**src/scp_pkg.sv**
```systemverilog
// package of constants for the sensor clock and power register bank
// assumes word addressed 16-bit registers reached over the serial configuration port
// Notes on behaviour
// - io config bit 0 powers clock input receiver
// - clock config bit 0 enables analogue clocks
// - clock config bit 2 selects synthesizer source
// - clock config bit 3 selects divide by four
// - clock config at word 32 resets 0x0004
// - word 34 bit 0 is general logic enable
// - word 40 bit 0 powers pixel array
// - soft reset value 0x9 holds clock generator
package scp_pkg;
  localparam int ADDR_W = 9;
  localparam int DATA_W = 16;
  localparam int FRAME_ADDR_BITS = 10; // address bits plus write flag
  // word addresses
  localparam logic [8:0] ADR_IO_PAD_CONFIG = 9'h014;
  localparam logic [8:0] ADR_SYNTH_LOCK_STATUS = 9'h018;
  localparam logic [8:0] ADR_RSV_LOCK_TUNING_A = 9'h01A;
  localparam logic [8:0] ADR_RSV_LOCK_TUNING_B = 9'h01B;
  localparam logic [8:0] ADR_CLOCK_GEN_CONFIG = 9'h020;
  localparam logic [8:0] ADR_LOGIC_ENABLE_CONFIG = 9'h022;
  localparam logic [8:0] ADR_RSV_LOGIC_A = 9'h026;
  localparam logic [8:0] ADR_RSV_LOGIC_B = 9'h027;
  localparam logic [8:0] ADR_PIXEL_ARRAY_POWER = 9'h028;
  // reset values
  localparam logic [15:0] RST_IO_PAD_CONFIG = 16'h0000;
  localparam logic [15:0] RST_RSV_LOCK_TUNING_A = 16'h2280;
  localparam logic [15:0] RST_RSV_LOCK_TUNING_B = 16'h3D2D;
  localparam logic [15:0] RST_CLOCK_GEN_CONFIG = 16'h0004;
  localparam logic [15:0] RST_LOGIC_ENABLE_CONFIG = 16'h0000;
  localparam logic [15:0] RST_RSV_LOGIC = 16'h0000;
  localparam logic [15:0] RST_PIXEL_ARRAY_POWER = 16'h0000;
  // field positions
  localparam int BIT_CLOCK_IN_PWR = 0;
  localparam int BIT_LOCK = 0;
  localparam int BIT_EN_ANALOG = 0;
  localparam int BIT_EN_LOGIC = 1;
  localparam int BIT_SEL_SYNTH = 2;
  localparam int BIT_DIV_BY4 = 3;
  localparam int BIT_MUX_LO = 4;
  localparam int BIT_MUX_HI = 5;
  localparam int BIT_LOGIC_EN = 0;
  localparam int BIT_PIXEL_PWR = 0;
  // clock generator soft reset hold code
  localparam logic [3:0] CGEN_SOFT_RESET_HOLD = 4'h9;
  // serial port sequencer
  typedef enum logic [1:0] {
    SCP_IDLE = 2'b00,
    SCP_ADDR = 2'b01,
    SCP_DATA = 2'b11
  } scp_state_type;
endpackage : scp_pkg

```
**src/scp_cfg_if.sv**
```systemverilog
// carrier between the serial port front end and the register bank
// assumes one clock; strobes are single-cycle pulses on clk_sys
`timescale 1ns/1ns
interface scp_cfg_if;
  logic req_wr; // write strobe, one cycle
  logic req_rd; // read strobe, one cycle
  logic [8:0] addr; // word address
  logic [15:0] wdata; // write data
  logic [15:0] rdata; // read data, valid the cycle after req_rd
  modport port_side (output req_wr, output req_rd, output addr, output wdata, input rdata);
  modport reg_side (input req_wr, input req_rd, input addr, input wdata, output rdata);
endinterface : scp_cfg_if

```
**src/scp_serial_port.sv**
```systemverilog
// serial configuration port front end: mode 0, 9-bit address, write flag, 16 data bits
// assumes spi pins are asynchronous and sck runs at most clk_sys / 8
`timescale 1ns/1ns
module scp_serial_port
  import scp_pkg::*;
(
  input wire logic clk_sys, // system clock
  input wire logic rst_n, // synchronised reset, active low
  input wire logic spi_sck, // serial clock pin
  input wire logic spi_ss_n, // select pin, active low
  input wire logic spi_mosi, // serial data in pin
  output logic spi_miso, // serial data out
  scp_cfg_if.port_side cfg // register strobes
);
  logic sck_meta_r, sck_s_r, sck_d_r, ss_meta_r, ss_s_r, mosi_meta_r, mosi_s_r;
  logic sck_rise, sck_fall;
  scp_state_type state_r, state_nxt;
  logic [4:0] cnt_r, cnt_nxt;
  logic [9:0] ahdr_r, ahdr_nxt;
  logic [15:0] sin_r, sin_nxt, sout_r, sout_nxt;
  logic wr_r, wr_nxt, miso_r, miso_nxt, req_wr_r, req_wr_nxt, req_rd_r, req_rd_nxt, load_r;

  // two stages before any logic reads a pin
  always_ff @(posedge clk_sys or negedge rst_n) begin
    if (!rst_n) begin
      {sck_meta_r, sck_s_r, sck_d_r} <= 3'h0;
      {ss_meta_r, ss_s_r} <= 2'h3;
      {mosi_meta_r, mosi_s_r} <= 2'h0;
    end else begin
      sck_meta_r <= spi_sck;
      sck_s_r <= sck_meta_r;
      sck_d_r <= sck_s_r;
      ss_meta_r <= spi_ss_n;
      ss_s_r <= ss_meta_r;
      mosi_meta_r <= spi_mosi;
      mosi_s_r <= mosi_meta_r;
    end
  end

  assign sck_rise = sck_s_r & ~sck_d_r;
  assign sck_fall = ~sck_s_r & sck_d_r;

  // frame sequencer: sample on rising sck, shift out on falling sck
  always_comb begin
    state_nxt = state_r;
    cnt_nxt = cnt_r;
    ahdr_nxt = ahdr_r;
    sin_nxt = sin_r;
    sout_nxt = sout_r;
    wr_nxt = wr_r;
    miso_nxt = miso_r;
    req_wr_nxt = 1'b0;
    req_rd_nxt = 1'b0;
    if (load_r) begin
      sout_nxt = cfg.rdata; // read data lands before the first falling edge
    end
    if (ss_s_r) begin
      state_nxt = SCP_IDLE; // deselect aborts a partial frame, no write issued
      miso_nxt = 1'b0;
    end else begin
      unique case (state_r)
        SCP_IDLE: begin
          state_nxt = SCP_ADDR;
          cnt_nxt = 5'h00;
        end
        SCP_ADDR: begin
          if (sck_rise) begin
            ahdr_nxt = {ahdr_r[8:0], mosi_s_r};
            cnt_nxt = cnt_r + 5'h01;
            if (cnt_r == 5'(FRAME_ADDR_BITS - 1)) begin
              wr_nxt = mosi_s_r;
              req_rd_nxt = ~mosi_s_r;
              state_nxt = SCP_DATA;
              cnt_nxt = 5'h00;
            end
          end
        end
        SCP_DATA: begin
          if (sck_fall) begin
            miso_nxt = wr_r ? 1'b0 : sout_r[15];
            sout_nxt = {sout_r[14:0], 1'b0};
          end
          if (sck_rise && cnt_r != 5'(DATA_W)) begin
            sin_nxt = {sin_r[14:0], mosi_s_r};
            cnt_nxt = cnt_r + 5'h01;
            req_wr_nxt = wr_r && (cnt_r == 5'(DATA_W - 1)); // extra clocks are ignored
          end
        end
      endcase
    end
  end

  always_ff @(posedge clk_sys or negedge rst_n) begin
    if (!rst_n) begin
      state_r <= SCP_IDLE;
      cnt_r <= 5'h00;
      ahdr_r <= 10'h000;
      sin_r <= 16'h0000;
      sout_r <= 16'h0000;
      wr_r <= 1'b0;
      miso_r <= 1'b0;
      req_wr_r <= 1'b0;
      req_rd_r <= 1'b0;
      load_r <= 1'b0;
    end else begin
      state_r <= state_nxt;
      cnt_r <= cnt_nxt;
      ahdr_r <= ahdr_nxt;
      sin_r <= sin_nxt;
      sout_r <= sout_nxt;
      wr_r <= wr_nxt;
      miso_r <= miso_nxt;
      req_wr_r <= req_wr_nxt;
      req_rd_r <= req_rd_nxt;
      load_r <= req_rd_r;
    end
  end

  assign cfg.req_wr = req_wr_r;
  assign cfg.req_rd = req_rd_r;
  assign cfg.addr = ahdr_r[9:1];
  assign cfg.wdata = sin_r;
  assign spi_miso = miso_r;
endmodule : scp_serial_port

```
**src/scp_regs_top.sv**
```systemverilog
// sensor clock and power register bank with its serial configuration port
// assumes synth_lock is asynchronous and cgen_soft_reset comes from logic on clk_sys
`timescale 1ns/1ns
module scp_regs_top
  import scp_pkg::*;
(
  input wire logic clk_sys, // 20 MHz system clock
  input wire logic reset_n, // asynchronous reset, active low
  input wire logic spi_sck, // serial clock
  input wire logic spi_ss_n, // serial select, active low
  input wire logic spi_mosi, // serial data in
  output logic spi_miso, // serial data out
  input wire logic synth_lock, // synthesizer lock detector
  input wire logic [3:0] cgen_soft_reset, // clock generator soft reset field
  output logic clock_in_power_up, // clock input receiver powered
  output logic analog_clk_en, // analogue clocks running
  output logic logic_clk_en, // logic clock running
  output logic clk_src_synth, // 1 synthesizer, 0 serial clock input
  output logic div_by4, // 1 divide by 4, 0 divide by 5
  output logic [1:0] lane_mux, // lane multiplex mode
  output logic logic_enable, // general logic enable
  output logic pixel_array_power_up // pixel array powered
);
  logic rst_meta_r, rst_n_r;
  logic lock_meta_r, lock_s_r;
  logic [15:0] io_r, io_nxt, tune_a_r, tune_a_nxt, tune_b_r, tune_b_nxt;
  logic [15:0] cgen_r, cgen_nxt, logen_r, logen_nxt, rsv_a_r, rsv_a_nxt;
  logic [15:0] rsv_b_r, rsv_b_nxt, pix_r, pix_nxt, rdata_r, rdata_nxt;
  logic ana_en_r, ana_en_nxt, log_en_r, log_en_nxt, cgen_run;

  scp_cfg_if cfg ();

  scp_serial_port u_port (
    .clk_sys(clk_sys),
    .rst_n(rst_n_r),
    .spi_sck(spi_sck),
    .spi_ss_n(spi_ss_n),
    .spi_mosi(spi_mosi),
    .spi_miso(spi_miso),
    .cfg(cfg.port_side)
  );

  // reset release through two stages so every flop leaves reset on the same edge
  always_ff @(posedge clk_sys or negedge reset_n) begin
    if (!reset_n) begin
      rst_meta_r <= 1'b0;
      rst_n_r <= 1'b0;
    end else begin
      rst_meta_r <= 1'b1;
      rst_n_r <= rst_meta_r;
    end
  end

  // lock comes from an analogue detector, so synchronise it
  always_ff @(posedge clk_sys or negedge rst_n_r) begin
    if (!rst_n_r) begin
      lock_meta_r <= 1'b0;
      lock_s_r <= 1'b0;
    end else begin
      lock_meta_r <= synth_lock;
      lock_s_r <= lock_meta_r;
    end
  end

  // clock generator leaves soft reset for any code but the hold code
  assign cgen_run = (cgen_soft_reset != CGEN_SOFT_RESET_HOLD);

  // register writes and read mux; reserved words are stored as written
  always_comb begin
    io_nxt = io_r;
    tune_a_nxt = tune_a_r;
    tune_b_nxt = tune_b_r;
    cgen_nxt = cgen_r;
    logen_nxt = logen_r;
    rsv_a_nxt = rsv_a_r;
    rsv_b_nxt = rsv_b_r;
    pix_nxt = pix_r;
    rdata_nxt = rdata_r;
    if (cfg.req_wr) begin
      unique case (cfg.addr)
        ADR_IO_PAD_CONFIG: io_nxt = cfg.wdata;
        ADR_RSV_LOCK_TUNING_A: tune_a_nxt = cfg.wdata;
        ADR_RSV_LOCK_TUNING_B: tune_b_nxt = cfg.wdata;
        ADR_CLOCK_GEN_CONFIG: cgen_nxt = cfg.wdata;
        ADR_LOGIC_ENABLE_CONFIG: logen_nxt = cfg.wdata;
        ADR_RSV_LOGIC_A: rsv_a_nxt = cfg.wdata;
        ADR_RSV_LOGIC_B: rsv_b_nxt = cfg.wdata;
        ADR_PIXEL_ARRAY_POWER: pix_nxt = cfg.wdata;
        default: ; // unmapped and read-only words ignore writes
      endcase
    end
    if (cfg.req_rd) begin
      unique case (cfg.addr)
        ADR_IO_PAD_CONFIG: rdata_nxt = io_r;
        ADR_SYNTH_LOCK_STATUS: rdata_nxt = {15'h0000, lock_s_r};
        ADR_RSV_LOCK_TUNING_A: rdata_nxt = tune_a_r;
        ADR_RSV_LOCK_TUNING_B: rdata_nxt = tune_b_r;
        ADR_CLOCK_GEN_CONFIG: rdata_nxt = cgen_r;
        ADR_LOGIC_ENABLE_CONFIG: rdata_nxt = logen_r;
        ADR_RSV_LOGIC_A: rdata_nxt = rsv_a_r;
        ADR_RSV_LOGIC_B: rdata_nxt = rsv_b_r;
        ADR_PIXEL_ARRAY_POWER: rdata_nxt = pix_r;
        default: rdata_nxt = 16'h0000; // unmapped words read zero
      endcase
    end
    // clock enables are forced off while the generator is held in soft reset
    ana_en_nxt = cgen_nxt[BIT_EN_ANALOG] & cgen_run;
    log_en_nxt = cgen_nxt[BIT_EN_LOGIC] & cgen_run;
  end

  always_ff @(posedge clk_sys or negedge rst_n_r) begin
    if (!rst_n_r) begin
      io_r <= RST_IO_PAD_CONFIG;
      tune_a_r <= RST_RSV_LOCK_TUNING_A;
      tune_b_r <= RST_RSV_LOCK_TUNING_B;
      cgen_r <= RST_CLOCK_GEN_CONFIG;
      logen_r <= RST_LOGIC_ENABLE_CONFIG;
      rsv_a_r <= RST_RSV_LOGIC;
      rsv_b_r <= RST_RSV_LOGIC;
      pix_r <= RST_PIXEL_ARRAY_POWER;
      rdata_r <= 16'h0000;
      ana_en_r <= 1'b0;
      log_en_r <= 1'b0;
    end else begin
      io_r <= io_nxt;
      tune_a_r <= tune_a_nxt;
      tune_b_r <= tune_b_nxt;
      cgen_r <= cgen_nxt;
      logen_r <= logen_nxt;
      rsv_a_r <= rsv_a_nxt;
      rsv_b_r <= rsv_b_nxt;
      pix_r <= pix_nxt;
      rdata_r <= rdata_nxt;
      ana_en_r <= ana_en_nxt;
      log_en_r <= log_en_nxt;
    end
  end

  assign cfg.rdata = rdata_r;

  // outputs come straight from register bits, the two clock enables from flops gated by the soft reset
  assign clock_in_power_up = io_r[BIT_CLOCK_IN_PWR];
  assign analog_clk_en = ana_en_r;
  assign logic_clk_en = log_en_r;
  assign clk_src_synth = cgen_r[BIT_SEL_SYNTH];
  assign div_by4 = cgen_r[BIT_DIV_BY4];
  assign lane_mux = cgen_r[BIT_MUX_HI:BIT_MUX_LO];
  assign logic_enable = logen_r[BIT_LOGIC_EN];
  assign pixel_array_power_up = pix_r[BIT_PIXEL_PWR];
endmodule : scp_regs_top

```
**config.mk**
```make
export PLATFORM = sky130hd
export DESIGN_NAME = scp_regs_top
export DESIGN_NICKNAME = d
export VERILOG_FILES = /design/src/scp_pkg.sv /design/src/scp_cfg_if.sv /design/src/scp_serial_port.sv /design/src/scp_regs_top.sv
export SDC_FILE = /design/constraint.sdc
export NUM_CORES = 1
export LEC_CHECK = 0
export BUFFER_PORTS_ARGS = -buffer_cell sky130_fd_sc_hd__buf_2
export CAP_MARGIN = 20
export CORE_ASPECT_RATIO = 1.1
export CORE_MARGIN = 2
export CORE_UTILIZATION = 45
export CTS_BUF_LIST = sky130_fd_sc_hd__clkbuf_4
export DETAILED_ROUTE_END_ITERATION = 10
export PLACE_DENSITY = 0.62
export SYNTH_ARGS = -nofsm -noshare
export SYNTH_HDL_FRONTEND = slang
export SYNTH_HIERARCHICAL = 1
export SYNTH_SLANG_ARGS = --single-unit
```
**constraint.sdc**
```tcl
create_clock -name clk_sys -period 12.9 [get_ports clk_sys]
set_input_delay 2.58 -clock clk_sys [delete_from_list [all_inputs] [get_ports clk_sys]]
set_output_delay 2.58 -clock clk_sys [all_outputs]
set_load 0.02 [all_outputs]
```
## Word level (Yosys, flattened, before mapping)

Index checks and enable logic that the tools add are counted.

- Logic and storage cells: 107
- Output and inout bits: 10
- Flip-flop bits (word level): 211
- Bits of input ports: 10

- Reductions and logical operators: 20
- Bitwise logic cells: 8
- Add/subtract/negate cells: 1
- Equal/unequal tests: 19
- Multiplexer cells: 26

Operators by type and width:

| operator | count |
|---|---|
| $pmux W16 S9 | 1 |
| $mux W16 | 4 |
| $eq A9 B6 Y1 const B | 5 |
| $eq A9 B5 Y1 const B | 4 |
| $reduce_and A2 Y1 | 9 |
| $mux W5 | 3 |
| $pmux W5 S3 | 1 |
| $reduce_and A3 Y1 | 4 |
| $mux W1 | 11 |
| $eq A5 B4 Y1 const B | 2 |
| $mux W2 | 5 |
| $ne A3 B1 Y1 const B | 2 |
| $add A5 B1 Y5 const B | 1 |
| $ne A5 B5 Y1 const B | 1 |
| $and A1 B1 Y1 | 4 |
| $ne A2 B1 Y1 const B | 2 |
| $ne A4 B4 Y1 const B | 1 |
| $not A1 Y1 | 4 |
| $pmux W2 S2 | 1 |
| $reduce_and A4 Y1 | 1 |
| $reduce_bool A2 Y1 | 2 |
| $reduce_bool A3 Y1 | 1 |
| $eq A2 B1 Y1 const B | 1 |
| $eq A2 B2 Y1 const B | 1 |
| other kinds (2) | 3 |

## Logic depth before layout (Yosys ltp)

- Word-level depth: 6
- Depth in mapped cells: 8
- Gate-level depth less buffers: 6

## By module

The synthesis kept the hierarchy.

By module, submodules not included:

| module | area an instance (µm²) | cells each | sequential area each (µm²) | times used |
|---|---|---|---|---|
| scp_regs_top | 6,805.3 | 505 | 3,769.9 | 1 |
| scp_serial_port | 2,539.9 | 196 | 1,529.0 | 1 |

## Least setup slack after synthesis

No wires, ideal clock.

- Kind: reg-to-output
- Start: register cgen_r[2]
- End: output clk_src_synth
- Stages on the path, launching flop included: 1
- Path slack: 9.751 ns
- Data required time: 10.320 ns
- Arrival time: 0.569 ns
- Buffers on the path: 0
- Path through: dfstp_2

RTL lines:

| what | line | RTL |
|---|---|---|
| from (decl) | scp_regs_top.sv:27 | `logic [15:0] cgen_r, cgen_nxt, logen_r, logen_nxt, rsv_a_r, rsv_a_nxt;` |
| from (signal assigned) | scp_regs_top.sv:128 | `cgen_r <= cgen_nxt;` |
| to (decl) | scp_regs_top.sv:18 | `output logic clk_src_synth,` |

No word-level cell between the ends.

## Final worst setup path

- Start: register cgen_r[2]
- End: output clk_src_synth

No word-level cell between the ends.

==> metrics <==
Worst path top cell family by delay flip-flops; CTS tree built; Port Buf Inserts 19; Final Max Slew Viols 0; fin area 0.0103 sq mm; period utilisation layout 0.304; GRT Total Usage 0.211; wire length per cell 21.3 microns; sequential-to-total area share from yosys stat 0.567; CTS hold repair buffers 0; power per cell area 133 mW/mm^2; Reg clk slew, reported paths 0.06 ns; htree depth 2; data arrival time of the critical path 1.35 ns; CP endpoint kind output port; FILL cells 1815; Layout area overhead 10.4%; die span in y 155 microns; Synth area leaders dfrtp_1, mux2_2, mux2i_1; logic gate share of total power 0.091; number of gates resized after CTS 0; Mapped Area 0.00935 sq mm; Yosys cell types 56; antenna-violating nets left 0; CP max-delay cell dfstp_2; post-route setup TNS 0 ns; Post-synth EDFFs 0; hold_sp u_port/sck_meta_r; FP Rows 55; clock skew 0.0445 ns; CP Class reg -> out; Residual DRC 0; Starting Density 0.456; initial antenna violation count 1; RSZ-0062 raised after global routing no; LEAKAGE 4.93 nW; Synth Warn # 6; ratio of cells with drive above 1 in the final layout 0.409; Internal 1.00 mW; Critical Path Max Stage Delay 0.54 ns; grt ovf 0; detailed-route vias per instance 5.77; # setup viols final 0; Total Wirelength 22.1 mm; Max-Cap Viols 0; Async SR Flop Fraction 1.00; Switching Share 0.272; Max Fclk 255 MHz; drt first pass iters 5; worst-case clock buffer depth 3; area post-placement 0.00959 sq mm; I/O Pins 20; post-synth top area share 0.525; cells after synthesis 701; status finished, final reports clean; post-CTS setup buffers 0; Root Buffer Master clkbuf_4; Net Count, Synth 715; crit path max fanout 3; area leader, netlist dfrtp_1; critical path required time 10.32 ns; Clk pwr share 0.405; Net Sw Power 0.374 mW; CTS Buf Count 54; CP startpoint cgen_r[2]; CP startpoint kind flop; Reg-to-Reg Start u_port/ahdr_r[2]; CP bufs+invs 1; Setup WS post-layout 8.97 ns; peak supply drop 0.0941 mV; Worst Tran Pin Value 1.02 ns; first-pass GRT wire length 35.9 mm; DP Worst Slack 9.64 ns; HP Class reg -> reg; register area 0.00530 sq mm; total core area 0.0205 sq mm; DIE AREA 0.0219 sq mm; final net count 752; sequential power share 0.504; Worst-Skew Late Latency 0.68 ns; worst hold slack 0.347 ns; Critical Path, Cell by Cell buf_2; dpl hpwl 14.1 mm; vias in the first global route 6455; pin count of the biggest net entering global routing 81; GP Congestion 0.815; Final Hold Vio Count 0; die width 141 microns; vias post-DR 5977; Avg Inst Size Synth 13.3 sq um; flops & latches, synth 211; Synth Flop Type dfrtp_1; initial DRC count 360; max_slew headroom 0.317; post-layout min period 3.93 ns; area of the multi-input gates 0.00375 sq mm; clock sink count 211
placed cells by master (no fill, tap or decap), types with 3 or more instances in the layout:
cell type	count
nand2_1	25
mux2_2	158
a221oi_1	10
o21ai_0	28
ha_1	4
a31oi_1	23
a41oi_1	3
mux2i_1	41
clkinv_1	12
nand3_1	5
dfrtp_1	194
a32oi_1	8
a32o_1	3
and3_1	5
nor3_1	18
clkbuf_4	83
dfstp_2	15
a21oi_1	6
buf_2	20
inv_1	6
mux2_4	11
nor2_1	26
buf_4	12
nor4_1	7
nand2b_1	6
and4_1	7
power groups by stage:
stage / logic (mW) / registers, mW / clock network (mW)
2_1_floorplan: 0.0936 / 0.697 / 0
3_3_place_gp: 0.100 / 0.722 / 0
3_5_place_dp: 0.103 / 0.722 / 0
4_1_cts: 0.103 / 0.710 / 0.575
5_1_grt: 0.135 / 0.696 / 0.610
6_report: 0.126 / 0.693 / 0.558
cell families after synthesis:
kind of cell / Yosys count / share of synthesized area
AOI/OAI and AO/OA: 88 / 0.0629
buffers and inverters: 60 / 0.0325
muxes: 211 / 0.253
adders and majority gates: 4 / 0.00536
other: 1 / 0.000401
and+or+nand+nor: 126 / 0.0786
DFF: 211 / 0.567
layer usage:
layer,routed length (microns),part of all wire,up-vias,global-route usage
li1,-,-,2683,-
met1,9430,0.43,3091,0.269
met2,10800,0.49,141,0.349
met3,946,0.043,62,0.0406
met4,867,0.039,0,0.101
met5,0,0,-,0
layout make-up:
type                            instances  area share
Multi-Input combinational cell        430       0.363
Inverter                                7     0.00255
Clock inverter                         14     0.00522
Antenna cell                            1    0.000243
Sequential cell                       211       0.514
Timing Repair Buffer                   34      0.0230
Clock buffer                           83      0.0604
Tap cell                              256      0.0310
synthesized netlist by cell type (all sizes together) (8+ instances only):
master	number
dfrtp	196
mux2	170
mux2i	41
buf	29
nand2	28
nor2	28
o21ai	28
clkbuf	24
a31oi	23
nor3	21
dfstp	15
a221oi	10
a32oi	8
through the flow:
step	cells	power, mW	utilization
global route	1036	1.44	0.503
CTS	1033	1.39	0.501
floorplan	701	0.791	-
global placement	935	0.822	0.467
detailed placement	936	0.825	0.468
finish	1036	1.38	0.503
path summary, 6_finish.rpt:
path / to / slack [ns] / cells after the start
setup / recovery: clk_src_synth / 8.97 / 1
hold / removal: u_port/sck_s_r / 0.35 / 0
setup reg to reg: logen_r[8] / 9.80 / 5
hold reg to reg: u_port/sck_s_r / 0.35 / 0
max in group asynchronous: u_port/ahdr_r[1] / 11.04 / 1
min in group asynchronous: rsv_b_r[14] / 0.36 / 0
Note: power is estimated with default switching activity, not from simulation.
